**src/psq_cfg.svh**
```systemverilog
// constants of the reset sequencer: bit positions, addresses, timing
`ifndef PSQ_CFG_SVH
`define PSQ_CFG_SVH

`define PSQ_CLK_MHZ        40
`define PSQ_PH1_INIT_NS    10000
`define PSQ_PH1_INIT_CYC   ((`PSQ_PH1_INIT_NS * `PSQ_CLK_MHZ + 999) / 1000)
`define PSQ_IO_TMO_NS      100000
`define PSQ_IO_TMO_CYC     ((`PSQ_IO_TMO_NS * `PSQ_CLK_MHZ) / 1000)

`define PSQ_CHIP_SEL       4'h1
`define PSQ_CMD_RD         2'h0
`define PSQ_CMD_WR         2'h1
`define PSQ_CMD_END        6'd8
`define PSQ_ADDR_END       6'd24
`define PSQ_DATA_END       6'd56

`define PSQ_ADR_CHIP_ID    16'h0000
`define PSQ_ADR_SPI_STAT   16'h0001
`define PSQ_ADR_POR_STAT   16'h0002
`define PSQ_ADR_PART_GOOD  16'h0003
`define PSQ_ADR_CFG_RING   16'h0004

// bit n counted from the msb is vector index 31-n
`define PSQ_SPS_ATTN       31
`define PSQ_SPS_IO_A       23
`define PSQ_SPS_IO_B       22
`define PSQ_SPS_REQ_HI     21
`define PSQ_SPS_REQ_LO     20
`define PSQ_SPS_RST_INV    6
`define PSQ_SPS_IO_C       3
`define PSQ_SPS_IO_D       2
`define PSQ_SPS_CONST      2'h1
`define PSQ_SPS_REQ_RING   2'h2
`define PSQ_WSS_CAL_DONE   23
`define PSQ_POR_ERR        31
`define PSQ_POR_TMO        30
`define PSQ_POR_CAL        22
`define PSQ_POR_RING       20
`define PSQ_POR_IO_OK      14
`define PSQ_POR_CFG_BAD    11
`define PSQ_POR_DONE       9
`define PSQ_POR_P2_OK      8
`define PSQ_RING_START     31

`endif

```
**src/psq_pkg.sv**
```systemverilog
// types of the reset sequencer
package psq_pkg;

  typedef enum logic [2:0] {
    PSQ_PH1,
    PSQ_WAIT_RST,
    PSQ_RING_REQ,
    PSQ_IO_INIT,
    PSQ_CAL_WAIT,
    PSQ_DONE
  } psq_state_t;

  typedef struct packed {
    logic       spi_clk;
    logic       spi_en;
    logic       spi_si;
    logic       cold_rst_b;
    logic       pll_lock;
    logic       io_ready;
    logic [1:0] mc_id;
    logic [3:0] sys_cfg;
  } psq_pins_t;

  typedef struct packed {
    psq_pins_t   s1;
    psq_pins_t   s2;
    psq_pins_t   s3;
    psq_pins_t   filt;
    psq_state_t  state;
    logic [11:0] cnt;
    logic [5:0]  bit_cnt;
    logic [55:0] shin;
    logic [31:0] shout;
    logic        so;
    logic        attn;
    logic        pll_ind;
    logic        ring_ack;
    logic        ring_fail;
    logic        tmo;
    logic        io_ok;
    logic        cal_done;
    logic        done;
    logic        p2_ok;
    logic [31:0] ring;
  } psq_st_t;

endpackage

```
**src/psq_por_sequencer.sv**
```systemverilog
// power-on reset sequencer with serial status port
`timescale 1ns/1ps
`default_nettype none
`include "psq_cfg.svh"

module psq_por_sequencer
  import psq_pkg::*;
#(
  parameter logic [31:0] CHIP_ID = 32'h0000_0A5A  // arbitrary value
) (
  // clock and reset
  input  wire logic        mclk_i,
  input  wire logic        rst_b_i,
  // board pins
  input  wire logic        external_cold_reset_in_b_i,
  input  wire logic        core_pll_locked_i,
  input  wire logic        io_ready_i,
  input  wire logic [1:0]  multichip_id_i,
  input  wire logic [3:0]  system_configuration_in_i,
  input  wire logic [7:0]  processing_element_good_i,
  // serial configuration port
  input  wire logic        spi_clk_i,
  input  wire logic        spi_en_i,
  input  wire logic        spi_si_i,
  output logic             spi_so_o,
  // status and control outputs
  output logic             attention_o,
  output logic             pll_lock_indicator_o,
  output logic             sequence_done_o,
  output logic [31:0]      config_ring_o
);

  psq_st_t     st_reg;
  psq_st_t     st_next;
  psq_pins_t   pins;
  logic [11:0] pins_agree;
  logic        clk_rise;
  logic        clk_fall;
  logic        port_open;
  logic        cmd_ok;
  logic [15:0] addr;
  logic [1:0]  cmd;
  logic        rd_ok;
  logic [15:0] rd_addr;
  logic [31:0] wdata;
  logic [31:0] spi_status;
  logic [31:0] por_status;
  logic [31:0] rdata;

  assign pins = '{spi_clk:    spi_clk_i,
                  spi_en:     spi_en_i,
                  spi_si:     spi_si_i,
                  cold_rst_b: external_cold_reset_in_b_i,
                  pll_lock:   core_pll_locked_i,
                  io_ready:   io_ready_i,
                  mc_id:      multichip_id_i,
                  sys_cfg:    system_configuration_in_i};

  // a pin change counts once the second and third stages agree
  assign pins_agree = st_reg.s2 ~^ st_reg.s3;

  assign clk_rise = pins_agree[11] & st_reg.s3.spi_clk & ~st_reg.filt.spi_clk;
  assign clk_fall = pins_agree[11] & ~st_reg.s3.spi_clk & st_reg.filt.spi_clk;

  // serial port stays deaf until internal init of phase one is over
  assign port_open = (st_reg.state != PSQ_PH1);

  // shift register holds bits msb first: command, address, data
  assign cmd_ok = (st_reg.shin[55:52] == `PSQ_CHIP_SEL) &&
                  (st_reg.shin[51:50] == st_reg.filt.mc_id);
  assign cmd    = st_reg.shin[49:48];
  assign addr   = st_reg.shin[47:32];
  assign wdata  = st_reg.shin[31:0];

  // at the read turn-around only command and address are in, so they sit in the low bits
  assign rd_ok   = (st_reg.shin[23:20] == `PSQ_CHIP_SEL) &&
                   (st_reg.shin[19:18] == st_reg.filt.mc_id) &&
                   (st_reg.shin[17:16] == `PSQ_CMD_RD);
  assign rd_addr = st_reg.shin[15:0];

  always_comb begin
    spi_status                         = 32'h0000_0000;
    spi_status[`PSQ_SPS_ATTN]          = st_reg.attn;
    // software and thermal causes stay zero: no software, thermal off
    spi_status[30:27]                  = 4'h0;
    spi_status[25]                     = 1'b0;
    spi_status[24]                     = 1'b0;
    if (st_reg.state == PSQ_RING_REQ) begin
      spi_status[`PSQ_SPS_REQ_HI:`PSQ_SPS_REQ_LO] = `PSQ_SPS_REQ_RING;
    end
    if (st_reg.io_ok) begin
      spi_status[`PSQ_SPS_IO_A] = 1'b1;
      spi_status[`PSQ_SPS_IO_B] = 1'b1;
      spi_status[`PSQ_SPS_IO_C] = 1'b1;
      spi_status[`PSQ_SPS_IO_D] = 1'b1;
    end
    spi_status[`PSQ_SPS_RST_INV]       = ~st_reg.filt.cold_rst_b;
    spi_status[1:0]                    = `PSQ_SPS_CONST;
  end

  always_comb begin
    por_status                   = 32'h0000_0000;
    por_status[`PSQ_POR_TMO]     = st_reg.tmo;
    por_status[`PSQ_POR_CFG_BAD] = |st_reg.filt.sys_cfg;
    por_status[`PSQ_POR_ERR]     = st_reg.tmo | st_reg.ring_fail |
                                   (|st_reg.filt.sys_cfg);
    por_status[`PSQ_POR_CAL]     = st_reg.cal_done;
    por_status[`PSQ_POR_RING]    = st_reg.ring_ack;
    por_status[`PSQ_POR_DONE]    = st_reg.done;
    por_status[`PSQ_POR_IO_OK]   = st_reg.io_ok;
    por_status[`PSQ_POR_P2_OK]   = st_reg.p2_ok;
  end

  always_comb begin
    case (rd_addr)
      `PSQ_ADR_CHIP_ID:   rdata = CHIP_ID;
      `PSQ_ADR_SPI_STAT:  rdata = spi_status;
      `PSQ_ADR_POR_STAT:  rdata = por_status;
      // availability data for the controller to merge into the ring
      `PSQ_ADR_PART_GOOD: rdata = {24'h00_0000, processing_element_good_i};
      default:            rdata = 32'h0000_0000;
    endcase
  end

  always_comb begin
    st_next      = st_reg;
    st_next.s1   = pins;
    st_next.s2   = st_reg.s1;
    st_next.s3   = st_reg.s2;
    st_next.filt = psq_pins_t'((pins_agree & st_reg.s3) | (~pins_agree & st_reg.filt));

    st_next.pll_ind = st_reg.filt.pll_lock;

    // serial port: one bit per rising edge, output moves on falling edge
    if (!st_reg.filt.spi_en || !port_open) begin
      st_next.bit_cnt = 6'd0;
      st_next.shout   = 32'h0000_0000;
      st_next.so      = 1'b0;
    end else begin
      if (clk_rise && st_reg.bit_cnt != `PSQ_DATA_END) begin
        st_next.shin    = {st_reg.shin[54:0], st_reg.filt.spi_si};
        st_next.bit_cnt = st_reg.bit_cnt + 6'd1;
      end
      if (clk_fall) begin
        st_next.so    = st_reg.shout[31];
        st_next.shout = {st_reg.shout[30:0], 1'b0};
      end
      // read data is loaded once the address is in
      if (st_reg.bit_cnt == `PSQ_ADDR_END && clk_fall && rd_ok) begin
        st_next.so    = rdata[31];
        st_next.shout = {rdata[30:0], 1'b0};
      end
    end

    case (st_reg.state)
      PSQ_PH1: begin
        // internal init waits for lock, then runs its fixed count
        if (st_reg.filt.pll_lock) begin
          if (st_reg.cnt == 12'(`PSQ_PH1_INIT_CYC - 1)) begin
            st_next.state = PSQ_WAIT_RST;
            st_next.cnt   = 12'h000;
          end else begin
            st_next.cnt = st_reg.cnt + 12'h001;
          end
        end
      end
      PSQ_WAIT_RST: begin
        if (st_reg.filt.cold_rst_b) begin
          st_next.state = PSQ_RING_REQ;
          st_next.attn  = 1'b1;
          st_next.p2_ok = 1'b1;
        end
      end
      PSQ_RING_REQ: begin
        // ring load is external: waits with no timeout
        if (st_reg.bit_cnt == `PSQ_DATA_END && clk_fall && cmd_ok &&
            cmd == `PSQ_CMD_WR && addr == `PSQ_ADR_CFG_RING) begin
          st_next.bit_cnt = 6'd0;
          if (wdata[`PSQ_RING_START]) begin
            st_next.ring     = wdata;
            st_next.ring_ack = 1'b1;
            st_next.attn     = 1'b0;
            st_next.state    = PSQ_IO_INIT;
            st_next.cnt      = 12'h000;
          end else begin
            st_next.ring_fail = 1'b1;
          end
        end
      end
      PSQ_IO_INIT: begin
        // io interface reset is an internal step, so it is timed
        if (st_reg.filt.io_ready) begin
          st_next.io_ok = 1'b1;
          st_next.state = PSQ_CAL_WAIT;
        end else if (st_reg.cnt == 12'(`PSQ_IO_TMO_CYC - 1)) begin
          st_next.tmo = 1'b1;
        end else begin
          st_next.cnt = st_reg.cnt + 12'h001;
        end
      end
      PSQ_CAL_WAIT: begin
        // calibration wait is external, no timeout
        if (st_reg.bit_cnt == `PSQ_DATA_END && clk_fall && cmd_ok &&
            cmd == `PSQ_CMD_WR && addr == `PSQ_ADR_SPI_STAT &&
            wdata[`PSQ_WSS_CAL_DONE]) begin
          st_next.bit_cnt  = 6'd0;
          st_next.cal_done = 1'b1;
          st_next.done     = 1'b1;
          st_next.state    = PSQ_DONE;
        end
      end
      PSQ_DONE: begin
        st_next.state = PSQ_DONE;
      end
      default: begin
        st_next.state = PSQ_PH1;
      end
    endcase

    // a completed write that no state took is just dropped
    if (st_reg.bit_cnt == `PSQ_DATA_END && clk_fall && st_next.bit_cnt == `PSQ_DATA_END) begin
      st_next.bit_cnt = `PSQ_DATA_END;
    end

    // cold reset asserted again restarts the whole sequence
    if (!st_reg.filt.cold_rst_b && st_reg.state != PSQ_PH1 && st_reg.state != PSQ_WAIT_RST) begin
      st_next.state     = PSQ_PH1;
      st_next.cnt       = 12'h000;
      st_next.attn      = 1'b0;
      st_next.ring_ack  = 1'b0;
      st_next.ring_fail = 1'b0;
      st_next.tmo       = 1'b0;
      st_next.io_ok     = 1'b0;
      st_next.cal_done  = 1'b0;
      st_next.done      = 1'b0;
      st_next.p2_ok     = 1'b0;
    end
  end

  always_ff @(posedge mclk_i) begin
    if (!rst_b_i) begin
      st_reg       <= '0;
      st_reg.state <= PSQ_PH1;
    end else begin
      st_reg <= st_next;
    end
  end

  assign spi_so_o             = st_reg.so;
  assign attention_o          = st_reg.attn;
  assign pll_lock_indicator_o = st_reg.pll_ind;
  assign sequence_done_o      = st_reg.done;
  assign config_ring_o        = st_reg.ring;

endmodule
`default_nettype wire

```
**config.mk**
```make
export PLATFORM = sky130hd
export DESIGN_NAME = psq_por_sequencer
export DESIGN_NICKNAME = d
export VERILOG_FILES = /design/src/psq_pkg.sv /design/src/psq_por_sequencer.sv
export VERILOG_INCLUDE_DIRS = /design/src
export SDC_FILE = /design/constraint.sdc
export NUM_CORES = 1
export LEC_CHECK = 0
export BUFFER_PORTS_ARGS = -buffer_cell sky130_fd_sc_hd__buf_2
export CAP_MARGIN = 20
export CORE_MARGIN = 1
export CORE_UTILIZATION = 30
export DETAILED_ROUTE_END_ITERATION = 16
export PLACE_DENSITY = 0.57
export SYNTH_ARGS = -nofsm -noshare
export SYNTH_HDL_FRONTEND = slang
export SYNTH_SLANG_ARGS = --single-unit
```
**constraint.sdc**
```tcl
create_clock -name mclk_i -period 3.7 [get_ports mclk_i]
set_input_delay 0 -clock mclk_i [delete_from_list [all_inputs] [get_ports mclk_i]]
set_output_delay 0 -clock mclk_i [all_outputs]
set_load 0.01 [all_outputs]
```
## Word level (Yosys, flattened, before mapping)

Index checks and enable logic that the tools add are counted.

- Register bits: 197
- Input port bits: 22
- Output and inout bits: 36
- Word-level logic and storage cells: 165

- $add $sub $neg: 2
- Equality and inequality tests: 31
- Muxes and demuxes: 26
- Bitwise operators: 18
- Reductions and logical operators: 40

Operators with widths:

| cell | number |
|---|---|
| 32-bit one-hot mux with 4 select lines | 1 |
| 33-bit 2-to-1 mux | 2 |
| 62-bit 2-to-1 mux | 1 |
| 12-bit 2-to-1 mux | 3 |
| 12-bit one-hot mux with 3 select lines | 1 |
| 16-bit by 1-bit == test with 1-bit output, second input constant | 2 |
| 16-bit by 2-bit == test with 1-bit output, second input constant | 2 |
| 15-bit 2-to-1 mux | 2 |
| 12-bit AND | 2 |
| 21-bit 2-to-1 mux | 1 |
| 6-bit 2-to-1 mux | 3 |
| 3-bit one-hot mux with 6 select lines | 1 |
| 16-bit by 3-bit == test with 1-bit output, second input constant | 1 |
| 16-bit logical NOT | 1 |
| 2-bit inequality test, second input constant | 8 |
| 1-bit logical AND | 15 |
| 12-bit by 1-bit adder with 12-bit output, second input constant | 1 |
| 12-bit == test, second input constant | 1 |
| 12-bit by 9-bit == test with 1-bit output, second input constant | 1 |
| 6-bit == test, second input constant | 2 |
| 3-bit 2-to-1 mux | 4 |
| 12-bit NOT | 1 |
| 12-bit bitwise OR | 1 |
| 6-bit one-hot mux with 2 select lines | 1 |
| 31 further kinds | 59 |

## Depth between registers and ports, before layout

- Word-level depth: 13
- Depth in mapped cells: 11
- Gate-level depth less buffers: 8

## Worst setup path before layout

No wires, ideal clock.

- Kind: register to register
- Start point: register st_reg[174] (netlist name)
- End point: register st_reg[147] (netlist name)
- Library setup time: 0.073 ns
- Arrival time: 2.002 ns
- Data required time: 3.627 ns
- Path slack: 1.626 ns
- Cell stages (with the launch flop): 11
- Buffers on the path: 2
- Clock period less this slack: 2.074 ns
- Cell sequence: dfxtp_1 -> inv_1 -> ha_1 -> and2_1 -> buf_2 -> nand3_2 -> nor4_1 -> buf_4 -> o21ai_2 -> or4_1 -> a21oi_1

- Cells in the longest elaborated chain, start to end: 9
- Elaborated cells on any way between the ends: 10
- Classes of those cells: 1 x eq/ne; 4 x bitwise; 5 x reduce/logical

RTL lines:

| item | line | text |
|---|---|---|
| start, declared | psq_por_sequencer.sv:33 | `psq_st_t st_reg;` |
| start signal, assigned | psq_por_sequencer.sv:245 | `st_reg <= st_next;` |
| 12-bit XNOR or 1-bit NOT (tied branches) | psq_por_sequencer.sv:60, psq_por_sequencer.sv:63 |  |
| 1-bit AND (*) (2 in a row) | psq_por_sequencer.sv:63 | `assign clk_fall = pins_agree[11] & ~st_reg.s3.spi_clk & st_reg.filt.spi_clk;` |
| 1-bit logical AND (*) (2 in a row) | psq_por_sequencer.sv:176 | `` if (st_reg.bit_cnt == `PSQ_DATA_END && clk_fall && cmd_ok && `` |
| 1-bit logical AND (no source line) (*) (2 in a row) | n/a |  |
| 2-bit by 1-bit inequality test with 1-bit output (no source line) (*) | n/a |  |
| 6-bit AND reduction (no source line) (*) | n/a |  |

Every way passes the cells marked *; elsewhere a longest branch is shown, timed or not.
A chain may end at the register's enable or synchronous reset.

## Worst setup path in the final report

- Start point: register st_reg[130] (netlist name)
- End point: register st_reg, in the netlist rd_addr[12]

- Cells in the longest elaborated chain, start to end: 3

RTL lines:

| item |
|---|
| 6-bit inequality test (no source line) |
| 1-bit logical AND (no source line) |
| 2-bit AND reduction (no source line) |

Every way passes these cells.

==> flow_metrics.py <==
metrics = {
    "status": {
        "outcome": "complete, but fails checks",
        "violations": "design-rule violations",
    },
    "drt": {
        "drcViolationCount": 4,
        "vias": 5954,
        "first_iter_violations": 357,
        "dr.pass1.iters": 11,
        "wl_met3_um": 498,
        "antenna_left": 0,
        "drt-total-wl_mm": 16.8,
        "wl_met2_mm": 7.44,
        "viasPerCell": 4.66,
        "wl_per_cell_um": 13.2,
        "maxUsedRoutingLayer": "met4",
        "wl_met1_mm": 8.79,
    },
    "grt": {
        "track_usage_pct": 12.7,
        "antenna_found_initial": 0,
        "grt_pass1_vias": 5633,
        "grt_max_degree": 127,
        "overflow": 0,
        "grt_pass1_wl_mm": 28.6,
    },
    "clock_network": {
        "cts_buffers": 17,
        "postCtsSetupBuffers": 0,
        "ctsHoldBuffers": 16,
        "ctsResizeCount": 0,
        "root_buffer": "clkbuf_16",
        "cts.clk_slew.worst_paths_ns": 0.08,
        "clk_path_buf_depth": 2,
        "htreeDepth": 4,
        "clk_latency_ns": 0.44,
        "clock_sinks": 197,
        "cts_tree": "yes",
    },
    "finish": {
        "area_growth_pct": 14.0,
        "fillers": 2718,
        "antenna_cells": 0,
        "seqCellArea_um2": 3940,
        "multi_input_area_um2": 3600,
        "final_cell_count_no_fill": 1277,
        "fin_nets": 956,
        "largest_reg_flops": 87,
        "drive_gt1_share_pct": 11.9,
    },
    "logic_synthesis": {
        "yosysMostFrequentCell": "dfxtp_1",
        "synthesis.nets": 938,
        "yosysTopAreaCell": "dfxtp_1",
        "seq_area_frac_synth_pct": 49.1,
        "synth.top_cells.by_area": "dfxtp_1, nand2_1, a21boi_0",
        "synthCells": 911,
        "syn_area_um2": 8030,
        "synth_edf_count": 0,
        "async_reset_ff_share_pct": 0,
        "netlist.area_leader.share_pct": 49.1,
        "syn_area_per_cell_um2": 8.82,
        "ys_ff_latch": 197,
        "ys_warn_count": 0,
        "synth_flop_cell": "dfxtp_1",
        "synthTopCellsByCount": "dfxtp_1, nand2_1, a21boi_0",
        "ys_types": 54,
    },
    "floorplanning": {
        "rows": 59,
        "initial_core_util_pct": 30.7,
        "ios": 58,
        "die_w_um": 166,
        "core_um2": 26100,
        "die_h_um": 166,
        "die_area_um2": 27400,
    },
    "power": {
        "switching_share_pct": 23.5,
        "seq_power_share_pct": 51.7,
        "p_switching_mw": 0.974,
        "p_leak_nw": 3.09,
        "clkPwrFrac_pct": 46.3,
        "ir_drop_uv": 238,
        "total_power_mw": 4.14,
        "power_density_nw_per_um2": 452,
        "internal_power_mw": 3.17,
        "p_comb_share_pct": 2.0,
    },
    "sta": {
        "max_slew_margin_pct": 35.4,
        "skew_ns": 0.0104,
        "hold_violations": 0,
        "grt_setup_unrepaired": "no",
        "setup_viol_count_final": 0,
        "fin_setup_tns_ns": 0,
        "final.min_clock_period_ns": 2.65,
        "worst_slew_pin_slew_ns": 0.969,
        "drv_slew": 0,
        "fin_crit_sh_pct": 71.6,
        "max_clock_freq_ghz": 0.378,
    },
    "place": {
        "io_buffers": 57,
        "hpwl_mm": 11.0,
        "place_inst": 1229,
        "gp_congestion": 0.779,
    },
    "worst_setup_path": {
        "crit_path_end_kind": "register",
        "start_kind": "register",
        "cp_max_fo": 24,
        "crit_type": "reg2reg",
        "cp.required_ns": 4.05,
        "slowest_stage": "and2_2",
        "cp_num_buf_inv": 2,
        "arrival_ns": 3.00,
        "crit_chain": "inv_1 -> ha_1 -> and4b_1 -> a21oi_1 -> and2_2 -> buf_4 -> nand2_1 -> a21boi_0",
        "max_stage_delay_ns": 0.57,
        "critPathTopFamily": "simple AND/OR/NAND/NOR gates",
    },
    "worst_hold_path": {
        "min_path_type": "in2reg",
    },
    "job": {
        "drv_cap": 0,
    },
}
==> final timing paths <==
path	depth (start not counted)	slack, ns	to	start
worst max-delay path	8	1.05	rd_addr[12]	st_reg[130]
worst min-delay path	4	0.02	st_reg[45]	processing_element_good_i[2]
worst max register to register	8	1.05	rd_addr[12]	st_reg[130]
worst min register to register	1	0.43	st_next[164]	st_next[176]
==> metrics by stage <==
step | utilization (%) | hold slack [ns] | setup slack, ns | cell area [um^2]
after floorplan | - | 0.127 | 1.63 | 8030
after global routing | 35.1 | 0.0413 | 0.793 | 9160
after CTS | 35.1 | 0.00660 | 1.06 | 9160
after global placement | 32.1 | 0.205 | 1.20 | 8380
after detailed placement | 32.1 | 0.208 | 1.07 | 8380
final | 35.1 | 0.0237 | 1.05 | 9160
==> layout make-up <==
type	instances	area share [%]
multi-input combinational	617	39.3
sequential	197	43.0
clock buffer	17	4.64
inverter	12	0.492
tap	335	4.58
clock inverter	15	2.16
timing repair buffer	84	5.79
==> power by group through the flow <==
stage / logic (mW) / clock network [mW] / registers (mW)
2_1_floorplan: 0.0484 / 0 / 2.19
3_3_place_gp: 0.0736 / 0 / 2.19
3_5_place_dp: 0.0731 / 0 / 2.19
4_1_cts: 0.0863 / 1.98 / 2.14
5_1_grt: 0.0932 / 2.07 / 2.14
6_report: 0.0844 / 1.92 / 2.14
==> layer usage <==
layer	global-route usage, %	up-vias
met5	0	-
met4	3.90	0
met3	2.87	5
met2	19.4	88
met1	17.7	2750
li1	-	3111
==> cells by family (layout without fill, tap and decap cells) <==
family                   after synthesis  count (layout)  synth area share [%]
XOR/XNOR                              10              10                  1.09
multiplexers                          36              36                  4.52
AO/OA/AOI/OAI                        177             177                  14.6
adder cells (fa/ha/maj)                5               5                 0.779
buffers and inverters                 97             128                  6.23
AND/OR/NAND/NOR                      389             389                  23.7
flip-flops                           197             197                  49.1
==> placed cells by master, fill, tap and decap left out, drive strengths merged, types with 2 or more instances in the layout <==
cell           n
dfxtp        197
nand2        156
a21boi        68
buf           68
nor2          52
a21oi         43
and2          43
mux2i         34
nor2b         33
nand3         29
o21ai         27
nor3          23
inv           20
clkbuf        17
dlygate4sd3   16
a211oi        15
nor4          15
nand4          8
xor2           6
clkinv         6
a31oi          5
or3            5
nor4b          5
ha             5
a221oi         5
xnor2          4
or3b           4
and3           3
or4            3
o21a           3
and4b          2
mux2           2
a22oi          2
o41ai          2
nand2b         2
or2            2
==> worst min-delay path, stage by stage <==
cell and delay, ns:
buf_2 0.09, a21o_1 0.11, a221oi_1 0.07, nor3_1 0.15
Note: power is estimated with default switching activity, not from simulation.
